[src/inc/fgs_pkg.sv]
// Shared constants and carrier types of the fieldbus gateway fault supervisor.
package fgs_pkg;

	// ------------------------------------------------------------
	// Clock and time base
	// ------------------------------------------------------------
	localparam int unsigned CLK_PERIOD_NS = 40;
	localparam int unsigned MS_NS         = 1000000;
	localparam int unsigned CYC_PER_MS    = MS_NS / CLK_PERIOD_NS;
	localparam int unsigned DIV_W         = 15;

	// ------------------------------------------------------------
	// Fieldbus timeout supervision
	// ------------------------------------------------------------
	localparam logic [7:0]  EPR_CLASS   = 8'h05;
	localparam logic [7:0]  EPR_ATTR    = 8'h09;
	localparam logic [15:0] EPR_STEP_MS = 16'h0005;
	localparam logic [15:0] EPR_RESET   = 16'h0000;
	localparam int unsigned TMO_SHIFT   = 2;
	localparam int unsigned TMO_W       = 18;

	// ------------------------------------------------------------
	// Drive sub-bus supervision and indicator timing
	// ------------------------------------------------------------
	localparam int unsigned NDRV        = 4;
	localparam int unsigned MSC_W       = 10;
	localparam logic [9:0]  DRV_TMO_MS  = 10'h3E8;
	localparam logic [9:0]  BLINK_MS    = 10'h1F4;

	// ------------------------------------------------------------
	// Error codes
	// ------------------------------------------------------------
	localparam logic [15:0] ERR_SYSTEM  = 16'h005B;
	localparam logic [7:0]  ERR_FB_TMO  = 8'h1C;
	localparam logic [7:0]  ERR_NONE    = 8'h00;

	// ------------------------------------------------------------
	// Data path
	// ------------------------------------------------------------
	localparam int unsigned PD_W        = 16;
	localparam int unsigned FIFO_DEPTH  = 32;

	typedef struct packed {
		logic [PD_W-1:0] data;
		logic            last;
	} fgs_pd_word_t;

	localparam int unsigned PD_WORD_W = $bits(fgs_pd_word_t);

endpackage

[src/rtl/fgs_supervisor.sv]
// Fieldbus gateway fault supervisor: data FIFO and supervisor top module.
`timescale 1ns/1ns

// ------------------------------------------------------------
// Process data FIFO
// ------------------------------------------------------------
module fgs_fifo #(
	parameter int unsigned W     = 17,
	parameter int unsigned DEPTH = 32
) (
	// Clock and reset
	input  wire logic         clk,
	input  wire logic         rst_n,
	// Filling side
	input  wire logic         in_valid,
	output logic              in_ready,
	input  wire logic [W-1:0] in_data,
	// Draining side
	output logic              out_valid,
	input  wire logic         out_ready,
	output logic [W-1:0]      out_data
);
	localparam int unsigned AW = $clog2(DEPTH);

	typedef struct packed {
		logic [DEPTH-1:0][W-1:0] mem;
		logic [AW-1:0]           wr;
		logic [AW-1:0]           rd;
		logic [AW:0]             cnt;
		logic                    room;
		logic                    avail;
	} fgs_fifo_st_t;

	fgs_fifo_st_t s;
	fgs_fifo_st_t next_s;
	logic         push;
	logic         pop;

	// Pointer, count and flag update; full and empty are kept as flops.
	always_comb begin
		next_s = s;
		push   = in_valid & s.room;
		pop    = out_ready & s.avail;
		if (push) begin
			next_s.mem[s.wr] = in_data;
			next_s.wr        = s.wr + 1'b1;
		end
		if (pop) begin
			next_s.rd = s.rd + 1'b1;
		end
		next_s.cnt   = s.cnt + {{AW{1'b0}}, push} - {{AW{1'b0}}, pop};
		next_s.room  = next_s.cnt != (AW+1)'(DEPTH);
		next_s.avail = next_s.cnt != '0;
	end

	// State register.
	always_ff @(posedge clk or negedge rst_n) begin
		if (!rst_n) begin
			s      <= '0;
			s.room <= 1'b1;
		end else begin
			s <= next_s;
		end
	end

	assign in_ready  = s.room;
	assign out_valid = s.avail;
	assign out_data  = s.mem[s.rd];

endmodule // fgs_fifo

// ------------------------------------------------------------
// Supervisor top
// ------------------------------------------------------------
module fgs_supervisor import fgs_pkg::*; #(
	parameter int unsigned CYC_MS = CYC_PER_MS
) (
	// Clock and reset
	input  wire logic               ref_clk,
	input  wire logic               rst_n,
	// Fieldbus process output stream
	input  wire logic               fb_valid,
	output logic                    fb_ready,
	input  wire fgs_pd_word_t       fb_word,
	// Connection object attribute writes
	input  wire logic               epr_wr,
	input  wire logic [7:0]         epr_class,
	input  wire logic [7:0]         epr_attr,
	input  wire logic [15:0]        epr_ms,
	output logic                    epr_reject,
	// Configuration
	input  wire logic               timeout_response_param,
	input  wire logic [1:0]         pd_words,
	input  wire logic               configured,
	input  wire logic               maint_off,
	// Digital outputs
	input  wire logic [7:0]         dout_req,
	output logic [7:0]              dout,
	// Drive sub-bus stream and liveness
	output logic                    drv_valid,
	input  wire logic               drv_ready,
	output fgs_pd_word_t            drv_word,
	input  wire logic [NDRV-1:0]    drv_alive,
	input  wire logic [NDRV-1:0]    drv_present,
	// Hardware defects
	input  wire logic               hw_defect,
	input  wire logic [7:0]         hw_code,
	output logic                    inhibit,
	// Status and diagnostics
	output logic                    system_fault_indicator,
	output logic [15:0]             status_word1,
	output logic [7:0]              diag_code,
	output logic                    fb_timeout,
	input  wire logic               read_system_error_cmd,
	output logic                    sys_err_valid,
	output logic [7:0]              sys_err_code
);

	typedef struct packed {
		logic [DIV_W-1:0]             div;
		logic [15:0]                  epr;
		logic [TMO_W-1:0]             tmo_cnt;
		logic                         fb_tmo;
		logic                         force_pend;
		logic [1:0]                   idx;
		logic                         out_valid;
		fgs_pd_word_t                 out_word;
		logic [7:0]                   dout;
		logic [NDRV-1:0][MSC_W-1:0]   drv_cnt;
		logic [NDRV-1:0]              lost;
		logic [MSC_W-1:0]             blink_cnt;
		logic                         blink;
		logic                         led;
		logic [15:0]                  status_word1;
		logic [7:0]                   diag_code;
		logic                         inhibit;
		logic                         epr_reject;
		logic                         sys_err_valid;
		logic [7:0]                   sys_err_code;
	} fgs_state_t;

	fgs_state_t       s;
	fgs_state_t       next_s;
	logic [1:0]       rst_sync;
	logic             rst_q_n;
	logic             tick;
	logic             msg;
	logic [TMO_W-1:0] limit;
	logic             force_c;
	logic             flash_c;
	logic             steady_c;
	logic             rs485_c;
	logic             fifo_valid;
	logic             fifo_pop;
	fgs_pd_word_t     fifo_word;

	// Checks a packet rate value for the 5 ms granularity.
	function automatic logic epr_ok(input logic [15:0] v);
		epr_ok = (v % EPR_STEP_MS) == 16'h0000;
	endfunction

	// ------------------------------------------------------------
	// Reset release
	// ------------------------------------------------------------

	// Two-flop release of the asynchronous reset.
	always_ff @(posedge ref_clk or negedge rst_n) begin
		if (!rst_n) begin
			rst_sync <= 2'h0;
		end else begin
			rst_sync <= {rst_sync[0], 1'b1};
		end
	end
	assign rst_q_n = rst_sync[1];

	// ------------------------------------------------------------
	// Buffer between fieldbus and drive sub-bus
	// ------------------------------------------------------------
	fgs_fifo #(
		.W     (PD_WORD_W),
		.DEPTH (FIFO_DEPTH)
	) u_fifo (
		.clk       (ref_clk),
		.rst_n     (rst_q_n),
		.in_valid  (fb_valid),
		.in_ready  (fb_ready),
		.in_data   (fb_word),
		.out_valid (fifo_valid),
		.out_ready (fifo_pop),
		.out_data  (fifo_word)
	);

	// ------------------------------------------------------------
	// Next-state logic
	// ------------------------------------------------------------

	// Time base, supervision, forced output, drive liveness and indication.
	always_comb begin
		next_s   = s;
		fifo_pop = 1'b0;
		tick     = s.div == DIV_W'(CYC_MS - 1);
		next_s.div = tick ? '0 : s.div + 1'b1;
		msg      = fb_valid & fb_ready & fb_word.last;
		limit    = {s.epr, 2'b00};
		next_s.epr_reject = 1'b0;
		// Attribute write of the expected packet rate.
		if (epr_wr && epr_class == EPR_CLASS && epr_attr == EPR_ATTR) begin
			if (epr_ok(epr_ms)) begin
				next_s.epr     = epr_ms;
				next_s.tmo_cnt = '0;
			end else begin
				next_s.epr_reject = 1'b1;
			end
		end
		// Timeout counting in milliseconds since the last complete message.
		if (msg) begin
			next_s.tmo_cnt = '0;
			next_s.fb_tmo  = 1'b0;
		end else if (tick && s.epr != EPR_RESET && !s.fb_tmo) begin
			if (s.tmo_cnt == limit - 1'b1) begin
				next_s.fb_tmo = 1'b1;
			end else begin
				next_s.tmo_cnt = s.tmo_cnt + 1'b1;
			end
		end
		if (s.epr == EPR_RESET) begin
			next_s.fb_tmo = 1'b0;
		end
		force_c = (s.fb_tmo & timeout_response_param) | hw_defect;
		// Output register toward the drives.
		if (!s.out_valid || drv_ready) begin
			next_s.out_valid = 1'b0;
			if (force_c) begin
				fifo_pop = fifo_valid;
				if (s.force_pend && pd_words != 2'h0) begin
					next_s.out_valid     = 1'b1;
					next_s.out_word.last = s.idx == pd_words - 1'b1;
					next_s.idx           = next_s.out_word.last ? 2'h0 : s.idx + 1'b1;
					next_s.force_pend    = !next_s.out_word.last;
				end
			end else if (fifo_valid) begin
				next_s.out_valid = 1'b1;
				next_s.out_word  = fifo_word;
				fifo_pop         = 1'b1;
			end
		end
		// Every forced word, a word held at the output included, is zero.
		if (force_c) begin
			next_s.out_word.data = '0;
			if (tick) begin
				next_s.force_pend = 1'b1;
			end
		end else begin
			next_s.force_pend = 1'b0;
			next_s.idx        = 2'h0;
		end
		next_s.dout = force_c ? 8'h00 : dout_req;
		// Per-drive silence counters.
		for (int i = 0; i < NDRV; i++) begin
			if (drv_alive[i]) begin
				next_s.drv_cnt[i] = '0;
				next_s.lost[i]    = 1'b0;
			end else if (tick && !s.lost[i]) begin
				if (s.drv_cnt[i] == DRV_TMO_MS - 1'b1) begin
					next_s.lost[i] = 1'b1;
				end else begin
					next_s.drv_cnt[i] = s.drv_cnt[i] + 1'b1;
				end
			end
		end
		rs485_c = |(s.lost & drv_present);
		// Status word and diagnostic code.
		next_s.status_word1 = (rs485_c | hw_defect) ? ERR_SYSTEM : 16'h0000;
		if (hw_defect) begin
			next_s.diag_code = hw_code;
		end else if (rs485_c) begin
			next_s.diag_code = ERR_SYSTEM[7:0];
		end else if (s.fb_tmo) begin
			next_s.diag_code = ERR_FB_TMO;
		end else begin
			next_s.diag_code = ERR_NONE;
		end
		next_s.inhibit = hw_defect;
		// System read command returns the exact code one cycle later.
		next_s.sys_err_valid = read_system_error_cmd;
		if (read_system_error_cmd) begin
			next_s.sys_err_code = next_s.diag_code;
		end
		// Blink phase and indicator selection; flashing takes precedence.
		if (tick) begin
			if (s.blink_cnt == BLINK_MS - 1'b1) begin
				next_s.blink_cnt = '0;
				next_s.blink     = ~s.blink;
			end else begin
				next_s.blink_cnt = s.blink_cnt + 1'b1;
			end
		end
		flash_c  = hw_defect | (s.fb_tmo & timeout_response_param);
		steady_c = !configured | rs485_c | maint_off;
		next_s.led = flash_c ? s.blink : steady_c;
	end

	// State register.
	always_ff @(posedge ref_clk or negedge rst_q_n) begin
		if (!rst_q_n) begin
			s <= '0;
		end else begin
			s <= next_s;
		end
	end

	// Outputs come straight from the state register.
	assign epr_reject             = s.epr_reject;
	assign dout                   = s.dout;
	assign drv_valid              = s.out_valid;
	assign drv_word               = s.out_word;
	assign inhibit                = s.inhibit;
	assign system_fault_indicator = s.led;
	assign status_word1           = s.status_word1;
	assign diag_code              = s.diag_code;
	assign fb_timeout             = s.fb_tmo;
	assign sys_err_valid          = s.sys_err_valid;
	assign sys_err_code           = s.sys_err_code;
endmodule // fgs_supervisor

[config.mk]
export PLATFORM = sky130hd
export DESIGN_NAME = fgs_supervisor
export DESIGN_NICKNAME = d
export VERILOG_FILES = /design/src/inc/fgs_pkg.sv /design/src/rtl/fgs_supervisor.sv
export SDC_FILE = /design/constraint.sdc
export NUM_CORES = 1
export LEC_CHECK = 0
export BUFFER_PORTS_ARGS = -buffer_cell sky130_fd_sc_hd__buf_2
export CAP_MARGIN = 20
export CORE_ASPECT_RATIO = 0.7
export CORE_MARGIN = 3
export CORE_UTILIZATION = 65
export DETAILED_ROUTE_END_ITERATION = 10
export GPL_TIMING_DRIVEN = 0
export PLACE_DENSITY_LB_ADDON = 0.08
export RECOVER_POWER = 100
export SYNTH_ARGS = -nofsm -noshare
export SYNTH_HDL_FRONTEND = slang
export SYNTH_HIERARCHICAL = 1
export SYNTH_SLANG_ARGS = --single-unit
[constraint.sdc]
create_clock -name ref_clk -period 62.6 [get_ports ref_clk]
set_input_delay 9.39 -clock ref_clk [delete_from_list [all_inputs] [get_ports ref_clk]]
set_output_delay 9.39 -clock ref_clk [all_outputs]
set_load 0.02 [all_outputs]
==> impl_metrics.py, run 1 <==
metrics = {
    "outcome": {
        "outcome": "complete, but fails checks",
        "violations": "max-capacitance violations, max-slew violations",
    },
    "cts": {
        "cts_sinks": 719,
        "clkLatencyLatePin_ns": 0.62,
        "clockBufferDepth": 3,
        "cts_resized": 0,
        "cts_root_buf": "clkbuf_16",
        "ctsHoldBuffers": 0,
        "clkTransAtPathRegs_ns": 0.07,
        "cts_max_level": 3,
        "post-cts-setup-buffer-count": 0,
        "cts_tree": "done",
        "numCtsBuffers": 69,
    },
    "min_path": {
        "hp-class": "flip-flop to flip-flop",
        "min-delay-start": "rst_sync[0]",
    },
    "floorplan": {
        "io_pins": 149,
        "die_height_um": 200,
        "die_x_um": 284,
        "core_area_mm2": 0.0528,
        "dieArea_mm2": 0.0568,
        "core.rowCount": 70,
        "initial_core_util_pct": 66.4,
    },
    "sta": {
        "clock-skew-final_ns": 0.0261,
        "final_hold_viol_count": 0,
        "slew_viol_final": 740,
        "fin_crit_ns": 17.17,
        "slew_headroom_pct": -149,
        "worstMarginPinSlew_ns": 3.74,
        "fin_setup_tns_ns": 0,
        "setup_violations": 0,
        "fmax_mhz": 58.2,
        "rsz0062_at_grt": "no",
        "fin_crit_sh_pct": 27.4,
    },
    "logic_synthesis": {
        "synth_seq_area_share_pct": 51.3,
        "ys_seq_elements": 719,
        "async_flop_share_pct": 100,
        "synthDistinctLibCells": 91,
        "synthFlopType": "dfrtp_1",
        "synth_area_mm2": 0.0351,
        "synth_enable_flop_cells": 0,
        "avgSynthCellArea_um2": 13.0,
        "yosysWarnings": 6,
        "netlist_instances": 2693,
    },
    "final_layout": {
        "antennaDiodeCount": 0,
        "drive_gt1_share_pct": 32.5,
        "fin_util_pct": 73.4,
        "area_growth_pct": 10.5,
        "instances_no_fill": 3691,
        "fin_area_mm2": 0.0388,
        "final_net_count": 3030,
    },
    "power_and_ir_drop": {
        "p_leak_nw": 17.5,
        "pwr-share-comb_pct": 35.5,
        "peakVddDrop_v": 0.0000316,
        "p_switching_mw": 0.568,
        "seqPwrFrac_pct": 40.3,
        "power_density_mw_per_mm2": 44.7,
        "p_int_mw": 1.17,
        "switching_share_pct": 32.7,
        "clkPwrFrac_pct": 24.2,
        "finalPower_mw": 1.73,
    },
    "placed_design": {
        "dp_hpwl_um": 62600,
        "routabilityCongestion": 0.883,
        "dpl_cell_area_mm2": 0.0370,
        "dp.cells": 3570,
        "portBuffers": 135,
    },
    "global_routing": {
        "grt_pass1_vias": 24300,
        "antenna_found_initial": 0,
        "grtUsageTotal_pct": 30.4,
        "grt_first_pass_wirelength_um": 136000,
        "grt_max_degree": 73,
        "grt-ovfl-total": 0,
    },
    "critical_path": {
        "r2r-start": "rst_sync[1]",
        "criticalPathCategory": "input port to flip-flop",
        "crit_fanout": 10,
        "cp-end-kind": "flip-flop",
        "worstPathRequired_ns": 63.08,
        "setup.worst_path.start": "epr_ms[15]",
        "startpoint_type": "input port",
        "cp.arrival_ns": 17.66,
    },
    "job": {
        "cap_violations": 12,
    },
    "drt": {
        "drt_iter0_markers": 1983,
        "routedWlPerCell_um": 23.3,
        "viasPerCell": 6.32,
        "dr.pass1.iters": 6,
        "postRouteAntennaNets": 0,
        "num_vias": 23300,
        "wl_um": 86100,
        "route.detailed.drc": 0,
    },
}
[power by group through the flow]
stage | Sequential, mW | Combinational [mW] | Clock, mW
final | 0.699 | 0.616 | 0.419
after global routing | 0.714 | 0.657 | 0.444
after CTS | 0.696 | 0.619 | 0.426
after detailed placement | 0.703 | 0.614 | 0
after global placement | 0.702 | 0.583 | 0
after floorplan | 0.684 | 0.460 | 0
[final timing paths]
check	to	slack, ns	cells after the start
min in group asynchronous	u_fifo/s[478]	0.75	0
worst min-delay path	rst_sync[1]	0.36	0
worst min register to register	rst_sync[1]	0.36	0
max in group asynchronous	u_fifo/s[44]	49.86	4
worst max-delay path	limit[8]	45.43	28
worst max register to register	u_fifo/s[44]	49.86	4
[Yosys cell counts (11+ instances only)]
cell	n	share of area (%)
xor2_1	62	1.5
dfrtp_1	718	51
a2111oi_2	15	0.64
ha_1	23	0.82
nor2_2	16	0.29
buf_2	50	0.71
buf_4	72	1.5
and3_1	18	0.32
nand3_1	59	0.84
mux4_2	101	6.5
nor4_1	12	0.21
o22ai_1	22	0.39
nand3b_1	11	0.24
nand4_1	21	0.37
clkbuf_1	115	1.2
a211oi_1	19	0.41
or3_1	12	0.21
nand2_1	121	1.3
mux2_2	558	18
nor3_1	29	0.41
inv_1	30	0.32
o221ai_1	18	0.45
o21ai_0	24	0.34
nor2b_1	19	0.34
mux2i_1	75	2.1
nor2_1	116	1.2
and2_1	22	0.39
a22oi_1	21	0.45
a21oi_1	81	1.2
xnor2_1	49	1.2
mux2_1	12	0.39
a22o_1	17	0.42
[critical path: stages]
cell	delay [ns]
clkbuf_1	0.29
xor2_1	0.12
o32ai_1	0.49
a21oi_1	0.24
or4_1	0.55
a21oi_1	0.38
or2_2	0.18
clkbuf_1	0.36
nor4_1	0.12
nor4_1	0.63
nand2_1	0.34
nand4_1	0.19
nand3_1	0.13
nor4_1	0.91
o21a_1	0.22
o21a_1	0.14
ha_1	0.20
a21o_1	0.18
nand3_1	0.10
o22ai_1	0.26
nor2_1	0.14
xnor2_1	0.15
ha_1	0.28
nor2_1	0.11
o21ai_0	0.12
a211oi_1	0.54
clkbuf_1	0.51
mux2_1	0.38
[metrics by stage]
step / hold slack (ns) / setup slack, ns
final: 0.363 / 45.43
after CTS: 0.366 / 46.50
after detailed placement: 0.352 / 45.86
after global placement: 0.342 / 34.57
after global routing: 0.367 / 44.52
after floorplan: 0.331 / 41.08
[routing by layer]
metal  GRT usage [%]  vias to the layer above  wire, um
met5               0                        -         0
met4            7.86                        0      1920
met3            6.39                      143      5560
met2            45.2                      732     38700
met1            46.1                    12200     39900
li1                -                    10200         -
[flip-flops by register name, indices dropped and copies added (netlist names), 2 cells and up]
register / cells
drv_word: 17
limit: 16
rst_sync: 2
u_fifo/s: 560
diag_code: 8
dout: 8
s: 91
sys_err_code: 8
[cell usage in the layout, fill, tap and decap left out, types with 60 or more instances in the layout]
master,count
a21oi_1,81
buf_2,93
buf_4,69
clkbuf_1,243
clkbuf_16,72
dfrtp_1,718
mux2_2,555
mux2i_1,75
mux4_2,101
nand2_1,125
nand3_1,60
nor2_1,132
xor2_1,62
[kinds of logic (layout without fill, tap and decap cells)]
logic type / after synthesis / in the layout / share of synthesized area (%)
compound gates: 293 / 293 / 6.24
xor+xnor: 111 / 111 / 2.77
fa+ha+maj: 26 / 26 / 0.938
buf+inv: 285 / 553 / 4.27
flops: 719 / 719 / 51.3
mux: 748 / 748 / 27.1
other cells: 2 / 12 / 0.0214
simple gates: 509 / 509 / 7.41
[cell type report]
| class | instances | area, um^2 |
|---|---|---|
| Sequential cell | 719 | 18000 |
| Multi-Input combinational cell | 1699 | 15600 |
| Fill cell | 3550 | 14000 |
| Clock buffer | 105 | 2080 |
| Buffer | 253 | 1320 |
| Tap cell | 720 | 901 |
| Timing Repair Buffer | 147 | 646 |
| Clock inverter | 16 | 184 |
| Inverter | 32 | 120 |
(Power assumes the default switching activity.)
==> run 2, diff against run 1 <==
--- a/config.mk
+++ b/config.mk
@@ -9,7 +9,7 @@
 export CAP_MARGIN = 20
 export CORE_ASPECT_RATIO = 0.7
 export CORE_MARGIN = 3
-export CORE_UTILIZATION = 65
+export CORE_UTILIZATION = 56
 export DETAILED_ROUTE_END_ITERATION = 10
 export GPL_TIMING_DRIVEN = 0
 export PLACE_DENSITY_LB_ADDON = 0.08
==> constraint.sdc (replaced) <==
create_clock -name ref_clk -period 14.6 [get_ports ref_clk]
set_input_delay 2.19 -clock ref_clk [delete_from_list [all_inputs] [get_ports ref_clk]]
set_output_delay 2.19 -clock ref_clk [all_outputs]
set_load 0.02 [all_outputs]
==> run 2 against run 1 <==
The run still ends with max-capacitance violations, max-slew violations left. Setup slack got worse by 41 ns. Wire length increased by 1.1%. Clock power increased to 4.3 times the previous value. Design area increased by 0.67%. Sequential power increased to 4.3 times the previous value. Hold slack got worse by 0.0063 ns. Die area increased by 16%. Global-route usage decreased by 3.7 points. Combinational power increased to 4.3 times the previous value. Sequential share of layout area decreased by 0.31 points. Critical path depth decreased by 25. Clock skew decreased by 0.0063 ns. Largest cell class unchanged. Highest routed layer unchanged.
==> impl_metrics.py, run 2 (synthesized netlist as in run 1, its figures left out) <==
metrics = {
    "outcome": {
        "outcome": "complete, but fails checks",
        "violations": "max-capacitance violations, max-slew violations",
    },
    "cts": {
        "clkTransAtPathRegs_ns": 0.06,
        "ctsHoldBuffers": 0,
        "cts_sinks": 719,
        "cts_root_buf": "clkbuf_16",
        "clkLatencyLatePin_ns": 0.62,
        "numCtsBuffers": 70,
        "cts_tree": "done",
        "cts_max_level": 3,
        "clockBufferDepth": 3,
        "cts_resized": 0,
        "post-cts-setup-buffer-count": 0,
    },
    "placed_design": {
        "portBuffers": 135,
        "dpl_cell_area_mm2": 0.0371,
        "dp_hpwl_um": 63400,
        "routabilityCongestion": 0.867,
    },
    "floorplan": {
        "core.rowCount": 76,
        "dieArea_mm2": 0.0657,
        "core_area_mm2": 0.0617,
        "initial_core_util_pct": 56.9,
        "die_x_um": 305,
        "die_height_um": 215,
        "io_pins": 149,
    },
    "global_routing": {
        "grt_pass1_vias": 23900,
        "grt_first_pass_wirelength_um": 137000,
        "grt_max_degree": 75,
        "grtUsageTotal_pct": 26.7,
        "grt-ovfl-total": 0,
        "antenna_found_initial": 1,
    },
    "critical_path": {
        "startpoint_type": "flip-flop",
        "cpMaxStageDelayCell": "clkbuf_1",
        "cpMostUsedCell": "clkbuf_1",
        "setup.worst_path.start": "rst_sync[1]",
        "worstPathRequired_ns": 14.44,
        "cp.arrival_ns": 9.79,
        "critPathMaxStageDelay_ns": 2.78,
        "cp-end-kind": "async pin",
        "r2r-start": "rst_sync[1]",
        "reg2reg_depth": 3,
        "crit_fanout": 73,
        "r2r_end": "s[48]",
        "r2r_slack_ns": 4.65,
        "worstPathCellList": "clkbuf_1, clkbuf_1, clkbuf_1",
        "criticalPathCategory": "flip-flop to async pin",
        "endpoint": "s[48]",
    },
    "min_path": {
        "hp-class": "flip-flop to flip-flop",
    },
    "drt": {
        "dr.pass1.iters": 6,
        "route.detailed.drc": 0,
        "wl_um": 87000,
        "postRouteAntennaNets": 0,
        "routedWlPerCell_um": 23.0,
        "viasPerCell": 6.07,
        "num_vias": 23000,
        "drt_iter0_markers": 1822,
    },
    "sta": {
        "fin_crit_sh_pct": 68.2,
        "whs_ns": 0.357,
        "fin_crit_ns": 9.95,
        "setup_violations": 0,
        "clock-skew-final_ns": 0.0198,
        "fmax_mhz": 100,
        "slew_headroom_pct": -153,
        "slew_viol_final": 551,
        "final_hold_viol_count": 0,
        "worstMarginPinSlew_ns": 3.80,
        "rsz0062_at_grt": "no",
        "fin_setup_tns_ns": 0,
    },
    "final_layout": {
        "final_net_count": 3030,
        "final_common_cell": "dfrtp_1",
        "largest_reg_flops": 560,
        "multi_input_area_mm2": 0.0155,
        "fin_area_mm2": 0.0390,
        "drive_gt1_share_pct": 33.0,
        "fill_cells": 4799,
        "ff_latch_area_mm2": 0.0180,
        "regMostFlops": "u_fifo/s",
        "layout_common_cells": "dfrtp_1 (718), mux2_2 (557), clkbuf_1 (228)",
        "area_growth_pct": 11.3,
    },
    "power_and_ir_drop": {
        "p_leak_nw": 17.6,
        "peakVddDrop_v": 0.000135,
        "power_density_mw_per_mm2": 190,
    },
    "job": {
        "cap_violations": 9,
    },
}
run 2: worst max-delay path, delay by kind of cell (launching register included):
| family | cells | cell delay [ns] |
|---|---|---|
| buffers and inverters | 3 | 7.62 |
| flip-flops | 1 | 1.38 |
run 2: routing by layer:
metal	vias to the layer above	wire length, um	global-route usage, %
li1	10200	-	-
met1	12100	42100	41.4
met2	568	38600	39.6
met3	114	4800	4.86
met4	0	1550	5.57
met5	-	0	0
run 2: worst min path at each step:
stage | from | to | slack, ns | cells after the start
after floorplan | rst_sync[0] | rst_sync[1] | 0.33 | 0
after global placement | rst_sync[0] | rst_sync[1] | 0.34 | 0
after detailed placement | rst_sync[0] | rst_sync[1] | 0.34 | 0
after CTS | rst_sync[1] | u_fifo/s[529] | 0.35 | 0
after global routing | rst_sync[0] | rst_sync[1] | 0.38 | 0
final | rst_sync[0] | rst_sync[1] | 0.36 | 0
run 2: cell type report:
cell class / instances / area share, %
repair buffers: 146 / 1.84
inverters: 32 / 0.308
clock buffers: 108 / 5.66
multi-input cells: 1699 / 39.8
clock inverters: 14 / 0.308
well taps: 819 / 2.62
diodes: 1 / 0.00641
plain buffers: 253 / 3.36
flip-flops and latches: 719 / 46.1
run 2: stage by stage:
step	power [mW]	cells	setup slack, ns	utilization (%)
global route	7.82	3791	2.62	63.3
detailed placement	5.66	3668	5.23	60.2
finish	7.44	3791	4.65	63.3
CTS	7.50	3790	5.86	64.0
floorplan	4.89	2703	2.92	-
global placement	5.52	3657	-0.888	59.7
run 2: where the power goes:
part | switching [mW] | internal, mW
combinational | 1.31 | 1.31
sequential | 0.339 | 2.65
clock | 0.759 | 1.06
==> run 3, diff against run 2 <==
--- a/config.mk
+++ b/config.mk
@@ -9,7 +9,7 @@
 export CAP_MARGIN = 20
 export CORE_ASPECT_RATIO = 0.7
 export CORE_MARGIN = 3
-export CORE_UTILIZATION = 56
+export CORE_UTILIZATION = 62
 export DETAILED_ROUTE_END_ITERATION = 10
 export GPL_TIMING_DRIVEN = 0
 export PLACE_DENSITY_LB_ADDON = 0.08
==> constraint.sdc (replaced) <==
create_clock -name ref_clk -period 10.1 [get_ports ref_clk]
set_input_delay 1.515 -clock ref_clk [delete_from_list [all_inputs] [get_ports ref_clk]]
set_output_delay 1.515 -clock ref_clk [all_outputs]
set_load 0.02 [all_outputs]
==> run 3 against run 2 <==
The flow still finishes with violations (max-capacitance violations, max-slew violations). Clock skew rose by 0.0087 ns. Critical path depth is 26 higher. Cell count fell by 2.2%.
==> impl_metrics.py, run 3 (synthesized netlist as in run 1, its figures left out) <==
metrics = {
    "min_path": {
        "hp-class": "flip-flop to flip-flop",
    },
    "critical_path": {
        "critPathTopFamily": "compound AO/OA/AOI/OAI gates",
        "cpMostUsedCell": "clkbuf_1",
        "crit_fanout": 10,
        "startpoint_type": "input port",
        "critPathMaxStageDelay_ns": 0.54,
        "cp-end-kind": "flip-flop",
        "criticalPathCategory": "input port to flip-flop",
        "cp.arrival_ns": 9.13,
        "critPathBufInv": 4,
        "worstPathRequired_ns": 10.53,
        "cpMaxStageDelayCell": "or4_1",
    },
    "job": {
        "cap_violations": 10,
    },
    "drt": {
        "wl_um": 87000,
        "num_vias": 23400,
        "routedWlPerCell_um": 23.5,
        "viasPerCell": 6.30,
        "postRouteAntennaNets": 0,
        "route.detailed.drc": 0,
        "drt_iter0_markers": 1920,
        "dr.pass1.iters": 5,
    },
    "power_and_ir_drop": {
        "switching_share_pct": 32.4,
        "peakVddDrop_v": 0.000219,
        "p_switching_mw": 3.50,
        "finalPower_mw": 10.8,
        "power_density_mw_per_mm2": 277,
        "p_leak_nw": 17.6,
        "clkPwrFrac_pct": 24.9,
        "pwr-share-comb_pct": 35.0,
        "seqPwrFrac_pct": 40.2,
        "p_int_mw": 7.31,
    },
    "sta": {
        "setup_violations": 0,
        "fin_crit_ns": 8.69,
        "fin_setup_tns_ns": 0,
        "slew_headroom_pct": -168,
        "worstMarginPinSlew_ns": 4.01,
        "fin_crit_sh_pct": 86.1,
        "rsz0062_at_grt": "no",
        "clock-skew-final_ns": 0.0285,
        "worst_slack_ns": 1.41,
        "slew_viol_final": 572,
        "final_hold_viol_count": 0,
        "fmax_mhz": 115,
    },
    "final_layout": {
        "regMostFlops": "u_fifo/s",
        "fill_cells": 3906,
        "ff_latch_area_mm2": 0.0180,
        "fin_util_pct": 70.1,
        "area_growth_pct": 11.1,
        "multi_input_area_mm2": 0.0155,
        "largest_reg_flops": 560,
        "final_common_cell": "dfrtp_1",
        "final_net_count": 3030,
        "drive_gt1_share_pct": 32.9,
        "layout_common_cells": "dfrtp_1 (718), mux2_2 (552), clkbuf_1 (221)",
        "fin_area_mm2": 0.0390,
    },
    "global_routing": {
        "grt-ovfl-total": 0,
        "grt_use_met2_pct": 44.2,
        "use_met3_pct": 6.63,
        "grtUsageTotal_pct": 29.4,
        "use_met1_pct": 44.4,
        "grt_pass1_vias": 24000,
        "grt_max_degree": 75,
        "top_usage_layer": "met1",
        "grt_first_pass_wirelength_um": 137000,
        "antenna_found_initial": 1,
    },
    "floorplan": {
        "io_pins": 149,
        "die_x_um": 290,
        "dieArea_mm2": 0.0595,
        "core.rowCount": 72,
        "die_height_um": 205,
        "initial_core_util_pct": 63.1,
        "core_area_mm2": 0.0556,
    },
    "cts": {
        "cts_max_level": 3,
        "clockBufferDepth": 3,
        "cts_resized": 0,
        "clkLatencyLatePin_ns": 0.61,
        "numCtsBuffers": 70,
        "cts_root_buf": "clkbuf_16",
        "post-cts-setup-buffer-count": 0,
        "cts_sinks": 719,
        "ctsHoldBuffers": 0,
        "cts_tree": "done",
        "clkTransAtPathRegs_ns": 0.06,
    },
    "placed_design": {
        "dp_hpwl_um": 62700,
        "routabilityCongestion": 0.868,
        "dpl_cell_area_mm2": 0.0370,
        "portBuffers": 135,
        "detailedPlace.worstSlack_ns": 1.38,
    },
    "outcome": {
        "outcome": "complete, but fails checks",
        "violations": "max-capacitance violations, max-slew violations",
    },
}
==> run 3: cell types whose count changed in the layout (fill, tap and decap cells not counted), moves of 2 or more <==
cell	delta
a2111oi_0	+3
a2111oi_2	-3
mux2_1	+5
clkbuf_8	-8
clkbuf_1	-7
inv_6	-3
bufinv_16	+4
mux2_2	-5
buf_6	+2
clkbuf_2	+3
==> run 3: per-stage QoR <==
step / hold WS, ns / cells
6_report: 0.356 / 3708
5_1_grt: 0.369 / 3706
4_1_cts: 0.314 / 3706
3_5_place_dp: 0.308 / 3589
3_3_place_gp: 0.343 / 3578
2_1_floorplan: 0.331 / 2703
==> run 3: routing by layer <==
| metal | vias up | routed length, um |
|---|---|---|
| li1 | 10200 | - |
| met1 | 12300 | 40400 |
| met2 | 745 | 39300 |
| met3 | 134 | 5710 |
| met4 | 2 | 1600 |
| met5 | - | 14 |
==> run 3: worst paths after layout <==
path	to	from	slack (ns)	cells past startpoint
worst min register to register	rst_sync[1]	rst_sync[0]	0.36	0
min in group asynchronous	u_fifo/s[461]	rst_sync[1]	0.50	0
worst max register to register	s[51]	rst_sync[1]	2.19	4
max in group asynchronous	s[51]	rst_sync[1]	2.19	4
worst max-delay path	s[137]	epr_ms[15]	1.41	29
worst min-delay path	rst_sync[1]	rst_sync[0]	0.36	0
==> run 3: layout make-up <==
class | instances | share of cell area (%)
multi-input cells | 1699 | 39.9
flip-flops and latches | 719 | 46.2
diodes | 2 | 0.0128
inverters | 32 | 0.308
clock inverters | 18 | 0.632
well taps | 740 | 2.37
clock buffers | 99 | 5.43
plain buffers | 253 | 3.41
repair buffers | 146 | 1.80
==> run 3: power groups by stage <==
stage | logic [mW] | clock network, mW | registers (mW)
floorplan | 2.85 | 0 | 4.22
finish | 3.78 | 2.69 | 4.34
global route | 4.05 | 2.86 | 4.43
CTS | 3.82 | 2.74 | 4.32
detailed placement | 3.80 | 0 | 4.37
global placement | 3.61 | 0 | 4.34
==> run 3: worst register-to-register path: cells and delay by family (launching register included) <==
kind                   cells  cell delay, ns
buffers and inverters      4            6.86
DFF                        1            1.13
